`src/sample_convert_pkg.sv`:
```
// Constants, timing counts and state encodings for the sample conversion control.
// Assumes a single 25 MHz clock shared with the processor timing pulses.
// ----------------------------------------------------------------------------
// Behaviour
// - Thirty-two channels, one selected per sample.
// - Channel loaded from instruction at fourth pulse, delayed fifth pulse in fast mode.
// - Set busy, then settle five microseconds.
// - Settle end sets hold, one microsecond wait.
// - Wait end issues one conversion start pulse.
// - Recycle enable needs sample, and pause in regular mode or busy in fast.
// - Pause release sets stall; fifth pulses hold.
// - Each stalled fifth pulse loads converter into accumulator.
// - Low nine converter bits inverted, ones complement.
// - Magnitude low nine bits, top bit extends sign.
// - Done clears busy, hold and pause flags.
// - Release order: sync, stall flag, leave state.
// - Regular sample takes about nineteen microseconds.
// - Preset sets pause; pause restored after sample.
// - Special function with select bit sets fast.
// - Fast: old result first, new conversion delayed.
// - Fast and idle: no recycle, processor continues.
// - Fast while busy: stall, load, then restart.
// ----------------------------------------------------------------------------
package sample_convert_pkg;

    // ------------------------------------------------------------------------
    // Widths
    // ------------------------------------------------------------------------
    localparam int CHANNEL_W = 5;
    localparam int CONV_W    = 10;
    localparam int ACC_W     = 12;
    localparam int TIMER_W   = 8;
    localparam int MAG_W     = 9;
    localparam int SIGN_W    = 3;

    // ------------------------------------------------------------------------
    // Timing
    // ------------------------------------------------------------------------
    localparam int CLOCK_PERIOD_NS = 40;
    localparam int SETTLE_NS       = 5000;
    localparam int HOLD_NS         = 1000;
    localparam int SAMPLE_TOTAL_NS = 19000;
    localparam int FAST_SPACING_NS = 18200;
    localparam int FAST_EXEC_NS    = 1600;

    // Least times round up to whole cycles.
    localparam logic [TIMER_W-1:0] SETTLE_CYCLES =
        TIMER_W'((SETTLE_NS + CLOCK_PERIOD_NS - 1) / CLOCK_PERIOD_NS);
    localparam logic [TIMER_W-1:0] HOLD_CYCLES =
        TIMER_W'((HOLD_NS + CLOCK_PERIOD_NS - 1) / CLOCK_PERIOD_NS);

    // ------------------------------------------------------------------------
    // Reset values
    // ------------------------------------------------------------------------
    localparam logic [CHANNEL_W-1:0] CHANNEL_RESET = 5'h00;
    localparam logic [ACC_W-1:0]     ACC_RESET     = 12'h000;
    localparam logic [CONV_W-1:0]    CONV_RESET    = 10'h000;
    localparam logic [TIMER_W-1:0]   TIMER_RESET   = 8'h00;
    localparam logic [TIMER_W-1:0]   TIMER_LAST    = 8'h01;
    localparam logic                 PAUSE_RESET   = 1'b1;

    // ------------------------------------------------------------------------
    // Conversion sequencer states, Gray along idle-settle-stable-convert
    // ------------------------------------------------------------------------
    typedef enum logic [1:0] {
        SEQ_IDLE    = 2'h0,
        SEQ_SETTLE  = 2'h1,
        SEQ_STABLE  = 2'h3,
        SEQ_CONVERT = 2'h2
    } seq_state_e;

endpackage : sample_convert_pkg

```
`src/interval_timer.sv`:
```
// One-shot down counter that times the settling and stabilisation intervals.
// Assumes the loader waits for expiry before loading again.
module interval_timer
    import sample_convert_pkg::*;
(
    input  wire logic               clock,
    input  wire logic               arst_n,
    input  wire logic               load,
    input  wire logic [TIMER_W-1:0] load_value,
    output      logic               expired
);

    // ------------------------------------------------------------------------
    // Counter
    // ------------------------------------------------------------------------
    logic [TIMER_W-1:0] count_q;
    logic [TIMER_W-1:0] count_d;

    // The last count is flagged combinationally so the interval lasts exactly
    // load_value cycles from the loading edge to the next state change.
    assign expired = (count_q == TIMER_LAST);

    always_comb begin
        count_d = count_q;
        if (load) begin
            count_d = load_value;
        end else if (count_q != TIMER_RESET) begin
            count_d = count_q - TIMER_LAST;
        end
    end

    always_ff @(posedge clock or negedge arst_n) begin
        if (!arst_n) begin
            count_q <= TIMER_RESET;
        end else begin
            count_q <= count_d;
        end
    end

endmodule : interval_timer

```
`src/sample_convert_control.sv`:
```
// Conversion control: channel select, settle and hold timing, start pulse,
// processor stall in the fifth time state and accumulator result delivery.
// Assumes timing pulses and instruction decode come from logic on the same
// clock; the converter's done line and data are asynchronous pins.
module sample_convert_control
    import sample_convert_pkg::*;
(
    input  wire logic                 clock,
    input  wire logic                 arst_n,
    input  wire logic                 io_preset,
    input  wire logic                 sample_instruction,
    input  wire logic                 special_function_instruction,
    input  wire logic                 fast_mode_select_bit,
    input  wire logic [CHANNEL_W-1:0] instruction_channel,
    input  wire logic                 fourth_timing_pulse,
    input  wire logic                 fifth_timing_pulse,
    input  wire logic                 delayed_fifth_pulse,
    input  wire logic                 pause_release_pulse,
    input  wire logic                 conversion_done,
    input  wire logic [CONV_W-1:0]    converter_data,
    output      logic [CHANNEL_W-1:0] channel_select_register,
    output      logic                 conversion_busy_flag,
    output      logic                 sample_hold_flag,
    output      logic                 conversion_start_pulse,
    output      logic                 sample_pause_flag,
    output      logic                 sample_recycle_enable,
    output      logic                 recycle_sync_flag,
    output      logic                 state_five_recycle_flag,
    output      logic                 fifth_time_state,
    output      logic                 early_readout_mode_flag,
    output      logic                 accumulator_load,
    output      logic [ACC_W-1:0]     accumulator_data
);

    localparam int SETTLE_LO = SETTLE_CYCLES;
    localparam int HOLD_LO   = HOLD_CYCLES;

    // ------------------------------------------------------------------------
    // Converter pin synchronisers
    // ------------------------------------------------------------------------
    logic              done_meta_q;
    logic              done_sync_q;
    logic              done_prev_q;
    logic [CONV_W-1:0] conv_meta_q;
    logic [CONV_W-1:0] conv_sync_q;
    logic              done_rise;

    // Data is only sampled well after it settles, so a plain two-stage
    // per-bit synchroniser is enough here.
    always_ff @(posedge clock or negedge arst_n) begin
        if (!arst_n) begin
            done_meta_q <= 1'b0;
            done_sync_q <= 1'b0;
            done_prev_q <= 1'b0;
            conv_meta_q <= CONV_RESET;
            conv_sync_q <= CONV_RESET;
        end else begin
            done_meta_q <= conversion_done;
            done_sync_q <= done_meta_q;
            done_prev_q <= done_sync_q;
            conv_meta_q <= converter_data;
            conv_sync_q <= conv_meta_q;
        end
    end

    assign done_rise = done_sync_q & ~done_prev_q;

    // ------------------------------------------------------------------------
    // Processor handshake flags
    // ------------------------------------------------------------------------
    logic recycle_en;
    logic regular_start;
    logic fast_start;
    logic seq_start;
    logic fast_d;
    logic pause_d;
    logic sync_d;
    logic t5_recycle_d;
    logic ts5_d;
    logic recycle_en_d;

    // Fast mode only stalls when a conversion is still running.
    assign recycle_en = sample_instruction &
                        ((sample_pause_flag & ~early_readout_mode_flag) |
                         (early_readout_mode_flag & conversion_busy_flag));

    assign regular_start = fourth_timing_pulse & sample_instruction &
                           sample_pause_flag & ~early_readout_mode_flag &
                           ~conversion_busy_flag;
    // Blocking the fast start while the stall flag stands keeps a finished
    // conversion from being restarted before its result is read.
    assign fast_start = delayed_fifth_pulse & sample_instruction &
                        early_readout_mode_flag & ~conversion_busy_flag &
                        ~state_five_recycle_flag;
    assign seq_start = regular_start | fast_start;

    always_comb begin
        fast_d       = early_readout_mode_flag;
        pause_d      = sample_pause_flag;
        sync_d       = recycle_sync_flag;
        t5_recycle_d = state_five_recycle_flag;
        ts5_d        = fifth_time_state;
        recycle_en_d = recycle_en;
        if (special_function_instruction) begin
            fast_d = fast_mode_select_bit;
        end
        if (io_preset) begin
            fast_d = 1'b0;
        end
        if (done_rise) begin
            pause_d = 1'b0;
        end
        if (fifth_timing_pulse) begin
            if (state_five_recycle_flag) begin
                ts5_d = 1'b1;
            end else if (fifth_time_state) begin
                ts5_d   = 1'b0;
                pause_d = 1'b1;
            end
            if (!recycle_en) begin
                sync_d = 1'b0;
            end
        end
        if (fourth_timing_pulse && recycle_en) begin
            sync_d = 1'b1;
        end
        if (pause_release_pulse) begin
            t5_recycle_d = recycle_sync_flag;
        end
        if (io_preset) begin
            pause_d = 1'b1;
        end
    end

    always_ff @(posedge clock or negedge arst_n) begin
        if (!arst_n) begin
            early_readout_mode_flag <= 1'b0;
            sample_pause_flag       <= PAUSE_RESET;
            recycle_sync_flag       <= 1'b0;
            state_five_recycle_flag <= 1'b0;
            fifth_time_state        <= 1'b0;
            sample_recycle_enable   <= 1'b0;
        end else begin
            early_readout_mode_flag <= fast_d;
            sample_pause_flag       <= pause_d;
            recycle_sync_flag       <= sync_d;
            state_five_recycle_flag <= t5_recycle_d;
            fifth_time_state        <= ts5_d;
            sample_recycle_enable   <= recycle_en_d;
        end
    end

    // ------------------------------------------------------------------------
    // Conversion sequencer
    // ------------------------------------------------------------------------
    seq_state_e           seq_q;
    seq_state_e           seq_d;
    logic [CHANNEL_W-1:0] channel_d;
    logic                 busy_d;
    logic                 hold_d;
    logic                 start_d;
    logic                 timer_load;
    logic [TIMER_W-1:0]   timer_value;
    logic                 timer_expired;

    interval_timer u_interval_timer (
        .clock      (clock),
        .arst_n     (arst_n),
        .load       (timer_load),
        .load_value (timer_value),
        .expired    (timer_expired)
    );

    // Total sample time is the two intervals plus the converter's own time,
    // about nineteen microseconds with the converter it is built for.
    always_comb begin
        seq_d       = seq_q;
        channel_d   = channel_select_register;
        busy_d      = conversion_busy_flag;
        hold_d      = sample_hold_flag;
        start_d     = 1'b0;
        timer_load  = 1'b0;
        timer_value = SETTLE_CYCLES;
        case (seq_q)
            SEQ_IDLE: begin
                if (seq_start) begin
                    channel_d  = instruction_channel;
                    busy_d     = 1'b1;
                    timer_load = 1'b1;
                    seq_d      = SEQ_SETTLE;
                end
            end
            SEQ_SETTLE: begin
                if (timer_expired) begin
                    hold_d      = 1'b1;
                    timer_load  = 1'b1;
                    timer_value = HOLD_CYCLES;
                    seq_d       = SEQ_STABLE;
                end
            end
            SEQ_STABLE: begin
                if (timer_expired) begin
                    start_d = 1'b1;
                    seq_d   = SEQ_CONVERT;
                end
            end
            SEQ_CONVERT: begin
                if (done_rise) begin
                    seq_d = SEQ_IDLE;
                end
            end
            default: begin
                seq_d = SEQ_IDLE;
            end
        endcase
        if (done_rise) begin
            busy_d = 1'b0;
            hold_d = 1'b0;
        end
        if (io_preset) begin
            seq_d  = SEQ_IDLE;
            busy_d = 1'b0;
            hold_d = 1'b0;
        end
    end

    always_ff @(posedge clock or negedge arst_n) begin
        if (!arst_n) begin
            seq_q                   <= SEQ_IDLE;
            channel_select_register <= CHANNEL_RESET;
            conversion_busy_flag    <= 1'b0;
            sample_hold_flag        <= 1'b0;
            conversion_start_pulse  <= 1'b0;
        end else begin
            seq_q                   <= seq_d;
            channel_select_register <= channel_d;
            conversion_busy_flag    <= busy_d;
            sample_hold_flag        <= hold_d;
            conversion_start_pulse  <= start_d;
        end
    end

    // ------------------------------------------------------------------------
    // Accumulator result
    // ------------------------------------------------------------------------
    logic             acc_load_d;
    logic [ACC_W-1:0] acc_data_d;

    // Every fifth pulse of a sample loads the live converter word; in fast
    // mode that is the previous conversion, read before the restart.
    always_comb begin
        acc_load_d = fifth_timing_pulse & sample_instruction;
        acc_data_d = accumulator_data;
        if (acc_load_d) begin
            acc_data_d = {{SIGN_W{conv_sync_q[CONV_W-1]}},
                          ~conv_sync_q[MAG_W-1:0]};
        end
    end

    always_ff @(posedge clock or negedge arst_n) begin
        if (!arst_n) begin
            accumulator_load <= 1'b0;
            accumulator_data <= ACC_RESET;
        end else begin
            accumulator_load <= acc_load_d;
            accumulator_data <= acc_data_d;
        end
    end

    // ------------------------------------------------------------------------
    // Checks
    // ------------------------------------------------------------------------
    settle_to_hold_a: assert property (@(posedge clock) disable iff (!arst_n)
        $rose(conversion_busy_flag) |-> ##[SETTLE_LO:SETTLE_LO]
            (sample_hold_flag || !conversion_busy_flag))
        else $error("Hold flag did not follow the settling interval.");

    hold_to_start_a: assert property (@(posedge clock) disable iff (!arst_n)
        $rose(sample_hold_flag) && !io_preset |-> ##[HOLD_LO:HOLD_LO]
            (conversion_start_pulse || !sample_hold_flag))
        else $error("Start pulse did not follow the hold interval.");

    start_single_a: assert property (@(posedge clock) disable iff (!arst_n)
        conversion_start_pulse |=> !conversion_start_pulse && sample_hold_flag)
        else $error("Start pulse longer than one cycle or without hold.");

    done_clears_a: assert property (@(posedge clock) disable iff (!arst_n)
        done_rise && !io_preset && !fifth_timing_pulse |=>
            !conversion_busy_flag && !sample_hold_flag && !sample_pause_flag)
        else $error("Done did not clear busy, hold and pause.");

    sync_set_a: assert property (@(posedge clock) disable iff (!arst_n)
        fourth_timing_pulse && recycle_en |=> recycle_sync_flag && sample_recycle_enable)
        else $error("Recycle sync not set at the fourth pulse.");

    ts5_stall_a: assert property (@(posedge clock) disable iff (!arst_n)
        fifth_timing_pulse && state_five_recycle_flag |=> fifth_time_state)
        else $error("Fifth time state not held while stalled.");

    acc_format_a: assert property (@(posedge clock) disable iff (!arst_n)
        accumulator_load |-> accumulator_data[MAG_W-1:0] == ~$past(conv_sync_q[MAG_W-1:0])
            && accumulator_data[ACC_W-1:MAG_W] == {SIGN_W{$past(conv_sync_q[CONV_W-1])}})
        else $error("Accumulator word not formed from converter code.");

    fast_flag_a: assert property (@(posedge clock) disable iff (!arst_n)
        special_function_instruction && !io_preset |=>
            early_readout_mode_flag == $past(fast_mode_select_bit))
        else $error("Fast mode flag not loaded from select bit.");

    pause_preset_a: assert property (@(posedge clock) disable iff (!arst_n)
        io_preset |=> sample_pause_flag && !early_readout_mode_flag)
        else $error("Preset did not set pause and clear fast mode.");

    fast_idle_a: assert property (@(posedge clock) disable iff (!arst_n)
        fourth_timing_pulse && early_readout_mode_flag && !conversion_busy_flag
            && !recycle_sync_flag |=> !recycle_sync_flag)
        else $error("Fast sample recycled with no conversion busy.");

endmodule : sample_convert_control

```
`config.mk`:
```
export PLATFORM = sky130hd
export DESIGN_NAME = sample_convert_control
export DESIGN_NICKNAME = d
export VERILOG_FILES = /design/src/sample_convert_pkg.sv /design/src/interval_timer.sv /design/src/sample_convert_control.sv
export SDC_FILE = /design/constraint.sdc
export NUM_CORES = 1
export LEC_CHECK = 0
export BUFFER_PORTS_ARGS = -buffer_cell sky130_fd_sc_hd__buf_2
export CORE_MARGIN = 8
export CORE_UTILIZATION = 40
export DETAILED_ROUTE_END_ITERATION = 10
export GPL_TIMING_DRIVEN = 1
export PLACE_DENSITY = 0.69
export SLEW_MARGIN = 5
export SYNTH_ARGS = -nofsm -noshare
export SYNTH_HDL_FRONTEND = slang
export SYNTH_SLANG_ARGS = --single-unit
```
`constraint.sdc`:
```
create_clock -name clock -period 2 [get_ports clock]
set_input_delay 0 -clock clock [delete_from_list [all_inputs] [get_ports clock]]
set_output_delay 0 -clock clock [all_outputs]
set_load 0.01 [all_outputs]
```
* After elaboration in Yosys (flattened, before gate mapping)
Cells that the tools add are included.
** Storage, ports and cells
- Word-level logic and storage cells :: 97
- Output and inout port bits :: 27
- Register bits :: 58
- Input port bits :: 26
** Cells by class
- Muxes and demuxes :: 33
- Bitwise operators :: 20
- Add/subtract/negate cells :: 1
- Equal/unequal tests :: 9
- Reduce and logical (&&, ||, !) cells :: 15
** Operators with widths (count)
- 2-to-1 mux 1 bit :: 22
- 2-to-1 mux 8 bit :: 2
- 2-to-1 mux 7 bit :: 2
- AND 1 bit :: 13
- inequality test 3 bit (second input constant) :: 4
- nonzero test 3 bit :: 4
- 2-to-1 mux 2 bit :: 5
- NOT 9 bit :: 1
- equality test 8 x 1 -> 1 bit (second input constant) :: 1
- case mux 2 bit (4 select lines) :: 1
- AND reduction 2 bit :: 4
- nonzero test 8 bit :: 1
- subtractor 8 x 1 -> 8 bit (second input constant) :: 1
- nonzero test 2 bit :: 3
- equality test 2 bit (second input constant) :: 2
- NOT 1 bit :: 4
- AND reduction 4 bit :: 1
- equality test 2 x 1 -> 1 bit (second input constant) :: 1
- zero test 2 bit :: 1
- inequality test 2 x 1 -> 1 bit (second input constant) :: 1
- OR 1 bit :: 2
- case mux 1 bit (2 select lines) :: 1
- logical AND 1 bit :: 1

* Longest topological paths before layout
Gate-level depths: netlist of run 1.
- Word-level depth :: 9
- Gate-level depth with buffers :: 6
- Depth with buffers taken out :: 6

* Modules after synthesis
Synthesis of run 1 repeated with hierarchy kept, for this count alone.
** Unflattened totals
- Cell total of the unflattened synthesis :: 176
- Area, all modules :: 2217.1 um2
** Modules (own cells, without submodules)
- sample_convert_control :: area each 1676.6 um2, cells each 115, sequential area each 1252.5 um2, instances 1
- interval_timer :: area each 540.5 um2, cells each 61, sequential area each 200.2 um2, instances 1

* Least setup slack after synthesis of run 1
OpenSTA, ideal clock, no wires.
- Path kind :: register -> register
- Start point :: reg early_readout_mode_flag
- End point :: reg channel_select_register[0]
- Buffers on the path :: 1
- Cell stages (with the launch flop) :: 5
- Required time :: 1875 ps
- Arrival :: 1372 ps
- Clock period less this slack :: 1497 ps
- Library setup time :: 125 ps
- Slack :: 503 ps
- Cells stage by stage :: dfrtp_1 -> and3b_1 -> o211ai_1 -> buf_4 -> mux2_2
** Between the ends
- Word-level cells in the longest chain between the ends :: 5
- Elaborated cells on any way between the ends :: 8
- Classes of those cells :: bitwise (7); reduce/logical (1)
** Ends and longest elaborated chain
- start: declaration :: RTL line sample_convert_control.sv:30 : output logic early_readout_mode_flag,
- start signal: assignment :: RTL line sample_convert_control.sv:144 : early_readout_mode_flag <= fast_d;
- AND 1 bit or NOT 1 bit (tied branches) :: RTL line sample_convert_control.sv:92, sample_convert_control.sv:88
- AND 1 bit, on equally long branches (2 in a row) :: RTL line sample_convert_control.sv:93, sample_convert_control.sv:88
- OR 1 bit (*) :: RTL line sample_convert_control.sv:95 : assign seq_start = regular_start | fast_start;
- AND reduction 2 bit (no line) (*)
- end signal: assignment :: RTL line sample_convert_control.sv:236 : channel_select_register <= channel_d;
- end: declaration :: RTL line sample_convert_control.sv:21 : output logic [CHANNEL_W-1:0] channel_select_register,
Every way passes the cells marked *; elsewhere a longest branch is shown, timed or not.
A chain may end at the register's enable or synchronous reset.

* Worst setup path after layout of run 1
- Start point :: reg early_readout_mode_flag
- End point :: reg recycle_sync_flag
** Between the ends
- Word-level cells in the longest chain between the ends :: 7
- Elaborated cells on any way between the ends :: 10
- Classes of those cells :: eq/ne (1); mux (1); bitwise (5); reduce/logical (3)
** Ends and longest elaborated chain
- NOT 1 bit :: RTL line sample_convert_control.sv:84 : ((sample_pause_flag & ~early_readout_mode_flag) |
- AND 1 bit :: RTL line sample_convert_control.sv:84
- OR 1 bit (*) :: RTL line sample_convert_control.sv:84
- AND 1 bit (*) :: RTL line sample_convert_control.sv:83 : assign recycle_en = sample_instruction &
- via recycle_en :: RTL line sample_convert_control.sv:71 : logic recycle_en;
- logical AND 1 bit :: RTL line sample_convert_control.sv:124 : if (fourth_timing_pulse && recycle_en) begin
- inequality test 2 x 1 -> 1 bit (no line) or nonzero test 2 bit (tied branches)
- AND reduction 2 bit (no line)
- end signal: assignment :: RTL line sample_convert_control.sv:146 : recycle_sync_flag <= sync_d;
- end: declaration :: RTL line sample_convert_control.sv:27 : output logic recycle_sync_flag,
Mark *: on every way through the listed nets, which the timed path passes. The rest lies on a longest branch.

==> flow_metrics.env, run 1 <==
export IMPL_clk_latency_ns=0.33
export IMPL_cts_setup_buffers=0
export IMPL_yosysWarnings=0
export IMPL_hpwl_um=3000
export IMPL_fin_ws_ns=0.274
export IMPL_rows=26
export IMPL_hold_path_class="in2async"
export IMPL_cp_start_kind="flip-flop"
export IMPL_post_place_ws_ns=0.438
export IMPL_drt_initial_drc_count=58
export IMPL_whs_ns=0.0557
export IMPL_ff2ff_path_depth=5
export IMPL_fp_dieH_um=88.9
export IMPL_seq_area_um2=1450
export IMPL_nets=278
export IMPL_skew_ns=0.00892
export IMPL_maxSlewViolCount=0
export IMPL_firstDrtPassIters=4
export IMPL_crit_required_ns=2.21
export IMPL_vias=1503
export IMPL_hold_viol_final=0
export IMPL_gp_congestion=0.844
export IMPL_syn_instance_count=166
export IMPL_cp_slowest_cell="dlygate4sd3_1"
export IMPL_endpoint="recycle_sync_flag"
export IMPL_area_growth_pct=38.9
export IMPL_drc=0
export IMPL_cts_num_sinks=58
export IMPL_grt_usage_pct=13.0
export IMPL_gr_total_overflow=0
export IMPL_crit_family="buffers and inverters"
export IMPL_rsz0062_at_grt="no"
export IMPL_die_area_um2=7910
export IMPL_cts_repair_resized=0
export IMPL_wirelength_um=4410
export IMPL_multi_input_area_um2=618
export IMPL_numCtsBuffers=9
export IMPL_worstPathMaxFanout=5
export IMPL_clockBufferDepth=2
export IMPL_arrival_ns=1.94
export IMPL_worst_path_stages=5
export IMPL_ys_ff_latch=58
export IMPL_antenna_cells=0
export IMPL_clock_root_buffer="clkbuf_8"
export IMPL_power_density_nw_per_um2=1110
export IMPL_synthDistinctLibCells=37
export IMPL_grt_pass1_vias=1565
export IMPL_r2r_slack_ns=0.27
export IMPL_grt_max_degree=29
export IMPL_setup_tns_ns=0
export IMPL_viasPerCell=4.62
export IMPL_syn_area_per_cell_um2=12.8
export IMPL_cp_cell_sequence="mux2i_1, nor2b_1, nand2b_1, a22o_1, dlygate4sd3_1"
export IMPL_ys_seq_area_share_pct=68.3
export IMPL_fin_crit_sh_pct=86.3
export IMPL_antenna_found_initial=0
export IMPL_ant_nets=0
export IMPL_numPortBuffers=52
export IMPL_worstMarginPinSlew_ns=0.569
export IMPL_r2r_start="early_readout_mode_flag"
export IMPL_critPathBufInv=1
export IMPL_cp_startpoint="early_readout_mode_flag"
export IMPL_syn_area_um2=2130
export IMPL_cts_tree="built"
export IMPL_worstSetupPathType="reg2reg"
export IMPL_setup_worst_path_end_class="flip-flop"
export IMPL_synth_edf_count=0
export IMPL_n_fill_cell=441
export IMPL_htreeDepth=3
export IMPL_start_util_pct=41.6
export IMPL_maxCapViolCount=0
export IMPL_async_flop_share_pct=100
export IMPL_layout_drive_gt1_share_pct=34.1
export IMPL_min_period_ns=1.73
export IMPL_max_freq_ghz=0.579
export IMPL_grt_first_pass_wirelength_um=7420
export IMPL_ir_drop_mv=0.681
export IMPL_outcome="complete, no violations"
export IMPL_wire_per_inst_um=13.6
export IMPL_clk_pin_slew_ns=0.07
export IMPL_die_w_um=88.9
export IMPL_io_pins=53
export IMPL_r2r_end="recycle_sync_flag"
export IMPL_finalSetupViolCount=0
export IMPL_power_leakage_nw=1.40
export IMPL_critPathMaxStageDelay_ns=0.55
export IMPL_timing_slew_headroom_pct=61.7
export IMPL_ys_dominant_reg_cell="dfrtp_1"
export IMPL_synth_net_count=194
export IMPL_core_um2=5110
[report_power, final]
group          internal [mW]  switching (mW)
logic                  0.250           0.252
registers               1.33           0.119
clock network          0.863           0.455
total                   2.44           0.826
[layer usage]
layer	track usage, %	vias up	wire length [um]
met1	14.2	726	1760
met2	20.8	32	2270
li1	-	737	-
met5	0	-	0
met4	7.53	0	103
met3	5.15	8	276
[registers in the layout (all words and copies together) (netlist names)]
register,cells
done_sync_q,1
recycle_sync_flag,1
seq_q,2
channel_select_register,5
done_prev_q,1
sample_hold_flag,1
done_meta_q,1
u_interval_timer.count_q,8
fifth_time_state,1
accumulator_data,10
sample_pause_flag,1
sample_recycle_enable,1
conv_meta_q,10
conv_sync_q,10
conversion_start_pulse,1
early_readout_mode_flag,1
state_five_recycle_flag,1
accumulator_load,1
conversion_busy_flag,1
[through the flow]
step                area, um^2  power, mW  cells  utilization [%]
floorplan                 2130       1.73    166                -
CTS                       2960       3.32    325             57.9
global placement          2460       1.92    285             48.2
detailed placement        2460       1.94    285             48.2
global route              2960       3.44    325             57.9
finish                    2960       3.27    325             57.9
[timing repair]
action | 4_1_cts | 5_1_grt
endpoints found under the setup margin | 0 | 0
hold buffers | 24 | 0
hold endpoints to repair | 83 | 0
[placed cells by master, fill, tap and decap left out, drive strengths merged, types with 3 or more instances in the layout]
cell type / instances
nor2: 11
dfrtp: 57
nand2b: 3
inv: 6
nand2: 16
dlygate4sd3: 24
mux2: 8
bufinv: 3
clkbuf: 10
nor3: 5
a21oi: 4
buf: 55
or3: 3
nor2b: 3
o21ai: 15
o21a: 3
[logic make-up (layout without fill, tap and decap cells)]
group                    Yosys count  count (layout)  share of synthesized area, %
flip-flops                        58              58                          68.3
AND/OR/NAND/NOR                   51              51                          12.6
AO/OA/AOI/OAI                     31              31                          9.24
buffers and inverters             12             101                          2.65
multiplexers                      10              10                          5.18
adder cells (fa/ha/maj)            2               2                          1.18
XOR/XNOR                           2               2                         0.824
[cell usage after synthesis, drive strengths merged, types with 2 or more instances]
cell type | n | share of area [%]
a211oi | 2 | 0.71
mux2i | 2 | 0.94
nand2b | 3 | 0.88
and3b | 2 | 0.82
nor2b | 3 | 0.88
or3 | 3 | 1.1
inv | 6 | 1.1
nor3 | 5 | 1.4
o211ai | 2 | 0.71
xnor2 | 2 | 0.82
nor2 | 11 | 2.1
clkbuf | 3 | 0.53
buf | 3 | 1.1
dfrtp | 57 | 67
or2 | 2 | 0.71
mux2 | 8 | 4.2
nand3 | 2 | 0.47
nand2 | 16 | 2.8
ha | 2 | 1.2
o21ai | 15 | 3.7
o21a | 3 | 1.1
o311ai | 2 | 0.82
a21oi | 4 | 0.94
[cell type report]
class,count,area share (%)
clock buffers,10,4.66
clock inverters,6,3.85
inverters,6,0.762
multi-input cells,96,20.9
repair buffers,79,17.7
flip-flops and latches,58,49.2
well taps,70,2.96
[worst min-delay path by stage]
stage	from	end	slack (ns)	cells after the start
detailed placement	arst_n	conv_sync_q[6]	-0.15	1
CTS	arst_n	conv_meta_q[4]	0.02	2
global route	arst_n	conv_meta_q[6]	0.07	2
finish	arst_n	conv_meta_q[4]	0.06	2
global placement	arst_n	conv_sync_q[6]	-0.14	1
floorplan	arst_n	accumulator_data[0]	-0.30	0
[worst register-to-register path, stage by stage, from the launching register on]
cell and delay [ns]:
dfrtp_1 0.41, mux2i_1 0.22, nor2b_1 0.10, nand2b_1 0.15, a22o_1 0.18, dlygate4sd3_1 0.55
(Power assumes the default switching activity.)
==> run 2: changes to the inputs <==
CORE_MARGIN = 3   (was 8)
==> run 2 against run 1 <==
Against the previous run: wire length is 7.4% lower; global-route usage is 2.7 points higher; total power is 7.3% lower; clock skew is 0.0034 ns lower; combinational power is 1% lower; sequential power hardly changed; via count is 3.5% lower; worst setup slack better by 0.053 ns; critical path type unchanged; highest routed layer unchanged.
==> flow_metrics.env, run 2 (same netlist as run 1, synthesis figures left out) <==
export IMPL_grt_pass1_vias=1487
export IMPL_top_regs="accumulator_data x10, conv_meta_q x10, conv_sync_q x10"
export IMPL_antenna_cells=0
export IMPL_power_frac_comb_pct=16.4
export IMPL_htreeDepth=3
export IMPL_wirelength_um=4090
export IMPL_ir_drop_mv=0.590
export IMPL_cp_cell_sequence="mux2i_1, nor2b_1, nand2b_1, a22o_1, dlygate4sd3_1"
export IMPL_cp_slowest_cell="dlygate4sd3_1"
export IMPL_power_leakage_nw=1.38
export IMPL_fin_crit_sh_pct=83.6
export IMPL_max_freq_ghz=0.598
export IMPL_setup_tns_ns=0
export IMPL_clock_root_buffer="clkbuf_8"
export IMPL_gp_congestion=0.825
export IMPL_fp_dieH_um=78.9
export IMPL_final_common_cell="dfrtp_1"
export IMPL_finalSetupViolCount=0
export IMPL_worstMarginPinSlew_ns=0.569
export IMPL_ant_nets=0
export IMPL_worstSetupPathType="reg2reg"
export IMPL_grt_usage_pct=15.7
export IMPL_crit_required_ns=2.21
export IMPL_cp_start_kind="flip-flop"
export IMPL_crit_family="buffers and inverters"
export IMPL_clk_latency_ns=0.33
export IMPL_timing_slew_headroom_pct=62.1
export IMPL_fin_cells=321
export IMPL_core_um2=4940
export IMPL_clockBufferDepth=2
export IMPL_grt_first_pass_wirelength_um=7140
export IMPL_layout_drive_gt1_share_pct=33.5
export IMPL_io_pins=53
export IMPL_switchingPower_mw=0.781
export IMPL_die_area_um2=6230
export IMPL_whs_ns=0.192
export IMPL_hold_viol_final=0
export IMPL_numCtsBuffers=9
export IMPL_clk_pin_slew_ns=0.06
export IMPL_fin_util_pct=58.8
export IMPL_worstPathMaxFanout=5
export IMPL_n_fill_cell=405
export IMPL_final_cell_mix="dfrtp_1, buf_2, dlygate4sd3_1"
export IMPL_rsz0062_at_grt="no"
export IMPL_maxCapViolCount=0
export IMPL_start_util_pct=43.0
export IMPL_drt_initial_drc_count=77
export IMPL_min_period_ns=1.67
export IMPL_skew_ns=0.00555
export IMPL_vias=1450
export IMPL_maxSlewViolCount=0
export IMPL_gr_total_overflow=0
export IMPL_firstDrtPassIters=4
export IMPL_numPortBuffers=52
export IMPL_critPathMaxStageDelay_ns=0.55
export IMPL_placed_cells=282
export IMPL_outcome="complete, no violations"
export IMPL_area_growth_pct=36.5
export IMPL_drc=0
export IMPL_critPathBufInv=1
export IMPL_post_place_ws_ns=0.445
export IMPL_arrival_ns=1.88
export IMPL_hold_path_class="in2async"
export IMPL_cell_internal_pwr_mw=2.25
export IMPL_cts_tree="built"
export IMPL_cts_num_sinks=58
export IMPL_hpwl_um=2670
export IMPL_clkPwrFrac_pct=35.8
export IMPL_nets=278
export IMPL_power_frac_seq_pct=47.9
export IMPL_fin_ws_ns=0.327
export IMPL_cts_repair_resized=0
export IMPL_power_density_nw_per_um2=1040
export IMPL_antenna_found_initial=0
export IMPL_grt_max_degree=28
export IMPL_wire_per_inst_um=12.7
export IMPL_viasPerCell=4.52
export IMPL_rows=25
export IMPL_swShare_pct=25.8
export IMPL_die_w_um=78.9
export IMPL_setup_worst_path_end_class="flip-flop"
==> run 2: cell count changes in the layout (fill, tap and decap cells not counted), sizes merged <==
cell,previous run,this run
clkbuf,10,13
clkinvlp,2,0
bufinv,3,1
==> run 2: worst paths after layout <==
check	start	to	cells after the start	slack, ns
min in group clock	delayed_fifth_pulse	seq_q[0]	5	0.27
hold / removal	arst_n	conv_meta_q[6]	2	0.19
setup / recovery	early_readout_mode_flag	recycle_sync_flag	5	0.33
max in group asynchronous	arst_n	sample_pause_flag	3	1.11
setup reg to reg	early_readout_mode_flag	recycle_sync_flag	5	0.33
hold reg to reg	conv_meta_q[5]	conv_sync_q[5]	0	0.35
==> run 2: cell type report <==
type	instances	area [um^2]	share of cell area, %
well taps	67	83.8	2.89
repair buffers	79	523	18.0
clock inverters	2	35.0	1.21
multi-input cells	96	618	21.3
inverters	6	22.5	0.776
clock buffers	13	169	5.82
flip-flops and latches	58	1450	50.0
==> run 2: routing by layer <==
metal	vias to the layer above	track usage, %	wire length (um)
li1	737	-	-
met1	660	18.4	1760
met2	45	24.4	1960
met3	8	6.92	274
met4	0	8.25	94
met5	-	0	0
==> run 2: stage by stage <==
| stage | area [um^2] | power (mW) |
|---|---|---|
| floorplan | 2130 | 1.73 |
| global placement | 2460 | 1.92 |
| detailed placement | 2460 | 1.93 |
| CTS | 2900 | 3.07 |
| global route | 2900 | 3.23 |
| finish | 2900 | 3.03 |
==> run 2: power groups by stage <==
stage	Sequential, mW	Clock (mW)	Combinational [mW]
floorplan	1.48	0	0.248
global placement	1.47	0	0.452
detailed placement	1.47	0	0.458
CTS	1.45	1.12	0.502
global route	1.48	1.19	0.565
finish	1.45	1.08	0.496
==> run 2: repair_timing <==
item	4_1_cts	5_1_grt
endpoints found under the hold margin	51	0
hold buffers	24	0
setup buffers	0	0
endpoints found under the setup margin	0	0
==> run 3: changes to the inputs <==
PLACE_DENSITY = 0.71   (was 0.69)
clock period = 1.35 ns   (was 2 ns; I/O delays follow)
==> run 3 against run 2 <==
Against the previous run: wire length up 11%; critical endpoint is now channel_select_register[4]; highest routed layer unchanged; utilization up 6.1 points; the flow now finishes with violations (setup timing); sequential power up 48%; cell count up 7.5%; non-clock buffer count up 23; combinational power up 110%; clock-buffer cell count down 4.
==> flow_metrics.env, run 3 (same netlist as run 1, synthesis figures left out) <==
export IMPL_setup_worst_path_end_class="flip-flop"
export IMPL_rsz0062_at_grt="yes"
export IMPL_timing_slew_headroom_pct=73.4
export IMPL_drt_initial_drc_count=70
export IMPL_viasPerCell=4.67
export IMPL_outcome="finished, violations left"
export IMPL_cts_tree="built"
export IMPL_layout_drive_gt1_share_pct=46.0
export IMPL_fin_ws_ns=-0.124
export IMPL_min_period_ns=1.47
export IMPL_ff2ff_path_depth=5
export IMPL_switchingPower_mw=1.35
export IMPL_swShare_pct=28.5
export IMPL_htreeDepth=3
export IMPL_power_density_nw_per_um2=1480
export IMPL_clk_latency_ns=0.33
export IMPL_gr_total_overflow=0
export IMPL_cell_internal_pwr_mw=3.38
export IMPL_area_growth_pct=50.6
export IMPL_fin_crit_sh_pct=109
export IMPL_antenna_cells=0
export IMPL_worstSetupPathType="reg2reg"
export IMPL_die_w_um=78.9
export IMPL_wirelength_um=4550
export IMPL_final_cell_mix="dfrtp_1, buf_2, dlygate4sd3_1"
export IMPL_rows=25
export IMPL_power_frac_seq_pct=45.3
export IMPL_numPortBuffers=52
export IMPL_wire_per_inst_um=13.2
export IMPL_arrival_ns=1.69
export IMPL_core_um2=4940
export IMPL_nets=301
export IMPL_violations="setup timing"
export IMPL_dpl_cell_area_um2=2640
export IMPL_max_freq_ghz=0.678
export IMPL_ant_nets=0
export IMPL_worstPathMaxFanout=6
export IMPL_grt_pass1_vias=1722
export IMPL_hold_path_class="in2async"
export IMPL_cts_num_sinks=58
export IMPL_crit_required_ns=1.57
export IMPL_power_leakage_nw=1.53
export IMPL_cp_cell_sequence="and3b_1, o211ai_1, buf_4, buf_12, mux2_4"
export IMPL_skew_ns=0.00764
export IMPL_numCtsBuffers=9
export IMPL_firstDrtPassIters=4
export IMPL_clk_pin_slew_ns=0.07
export IMPL_whs_ns=0.211
export IMPL_antenna_found_initial=0
export IMPL_fp_dieH_um=78.9
export IMPL_finalSetupViolCount=17
export IMPL_grt_usage_pct=16.7
export IMPL_clock_root_buffer="clkbuf_8"
export IMPL_grt_first_pass_wirelength_um=7810
export IMPL_cp_start_kind="flip-flop"
export IMPL_maxSlewViolCount=0
export IMPL_maxCapViolCount=0
export IMPL_hold_viol_final=0
export IMPL_critPathBufInv=2
export IMPL_worst_path_stages=5
export IMPL_die_area_um2=6230
export IMPL_grt_max_degree=32
export IMPL_gp_congestion=0.811
export IMPL_io_pins=53
export IMPL_critPathMaxStageDelay_ns=0.53
export IMPL_worstMarginPinSlew_ns=0.398
export IMPL_clockBufferDepth=2
export IMPL_p_total_mw=4.73
export IMPL_crit_family="flip-flops"
export IMPL_vias=1612
export IMPL_top_regs="accumulator_data x10, conv_meta_q x10, conv_sync_q x10"
export IMPL_start_util_pct=43.0
export IMPL_cp_slowest_cell="dfstp_2"
export IMPL_final_cell_area_um2=3200
export IMPL_ir_drop_mv=1.02
export IMPL_final_common_cell="dfrtp_1"
export IMPL_hpwl_um=2880
export IMPL_power_frac_comb_pct=22.2
export IMPL_drc=0
export IMPL_clkPwrFrac_pct=32.5
run 3: worst register-to-register path: cells and delay by family, from the launching register on:
family	cells	cell delay [ns]
muxes	1	0.29
AOI/OAI and AO/OA	1	0.08
buffers and inverters	2	0.29
and+or+nand+nor	1	0.16
DFF	1	0.53
run 3: area by class of cell:
| cell class | instances | area, um^2 |
|---|---|---|
| fill | 406 | 1740 |
| sequential | 58 | 1460 |
| multi-input combinational | 96 | 737 |
| timing repair buffer | 102 | 711 |
| clock buffer | 9 | 124 |
| tap | 67 | 83.8 |
| clock inverter | 7 | 70.1 |
| inverter | 6 | 22.5 |
run 3: worst paths after layout:
kind                                     start                    endpoint  slack [ns]
min                                     arst_n  channel_select_register[2]        0.21
min reg2reg                     conv_meta_q[5]              conv_sync_q[5]        0.35
max                          sample_pause_flag  channel_select_register[4]       -0.12
max in group asynchronous               arst_n      conversion_start_pulse        0.73
max reg2reg                  sample_pause_flag  channel_select_register[4]       -0.12
min in group clock         delayed_fifth_pulse                    seq_q[0]        0.27
run 3: routing by layer:
layer	vias up	global-route usage [%]	wire [um]
met5	-	0	0
met4	0	9.97	116
met3	11	4.31	240
met2	51	29.1	2290
met1	771	18.2	1910
li1	779	-	-
run 3: what timing repair did:
action / in CTS / in global routing
buffers inserted: 2 / 1
pin swaps: 9 / 4
gates resized for setup: 20 / 5
endpoints found under the setup margin: 17 / 19
gates cloned: 0 / 0
endpoints found under the hold margin: 80 / 0
hold buffers: 25 / 0
run 3: power groups by stage:
stage	Combinational [mW]	Sequential, mW	Clock [mW]
floorplan	0.400	2.21	0
finish	1.05	2.14	1.54
detailed placement	0.873	2.16	0
CTS	1.03	2.14	1.57
global route	1.17	2.17	1.66
global placement	0.862	2.14	0
run 3: per-stage QoR:
| stage | util, % | instances | setup TNS [ns] | setup WS (ns) |
|---|---|---|---|---|
| after floorplan | - | 166 | -0.750 | -0.132 |
| after global placement | 53.4 | 302 | -0.772 | -0.0897 |
| after detailed placement | 53.4 | 302 | -1.17 | -0.129 |
| after CTS | 64.1 | 345 | -0.889 | -0.115 |
| after global routing | 64.8 | 345 | -2.23 | -0.165 |
| final | 64.8 | 345 | -1.34 | -0.124 |
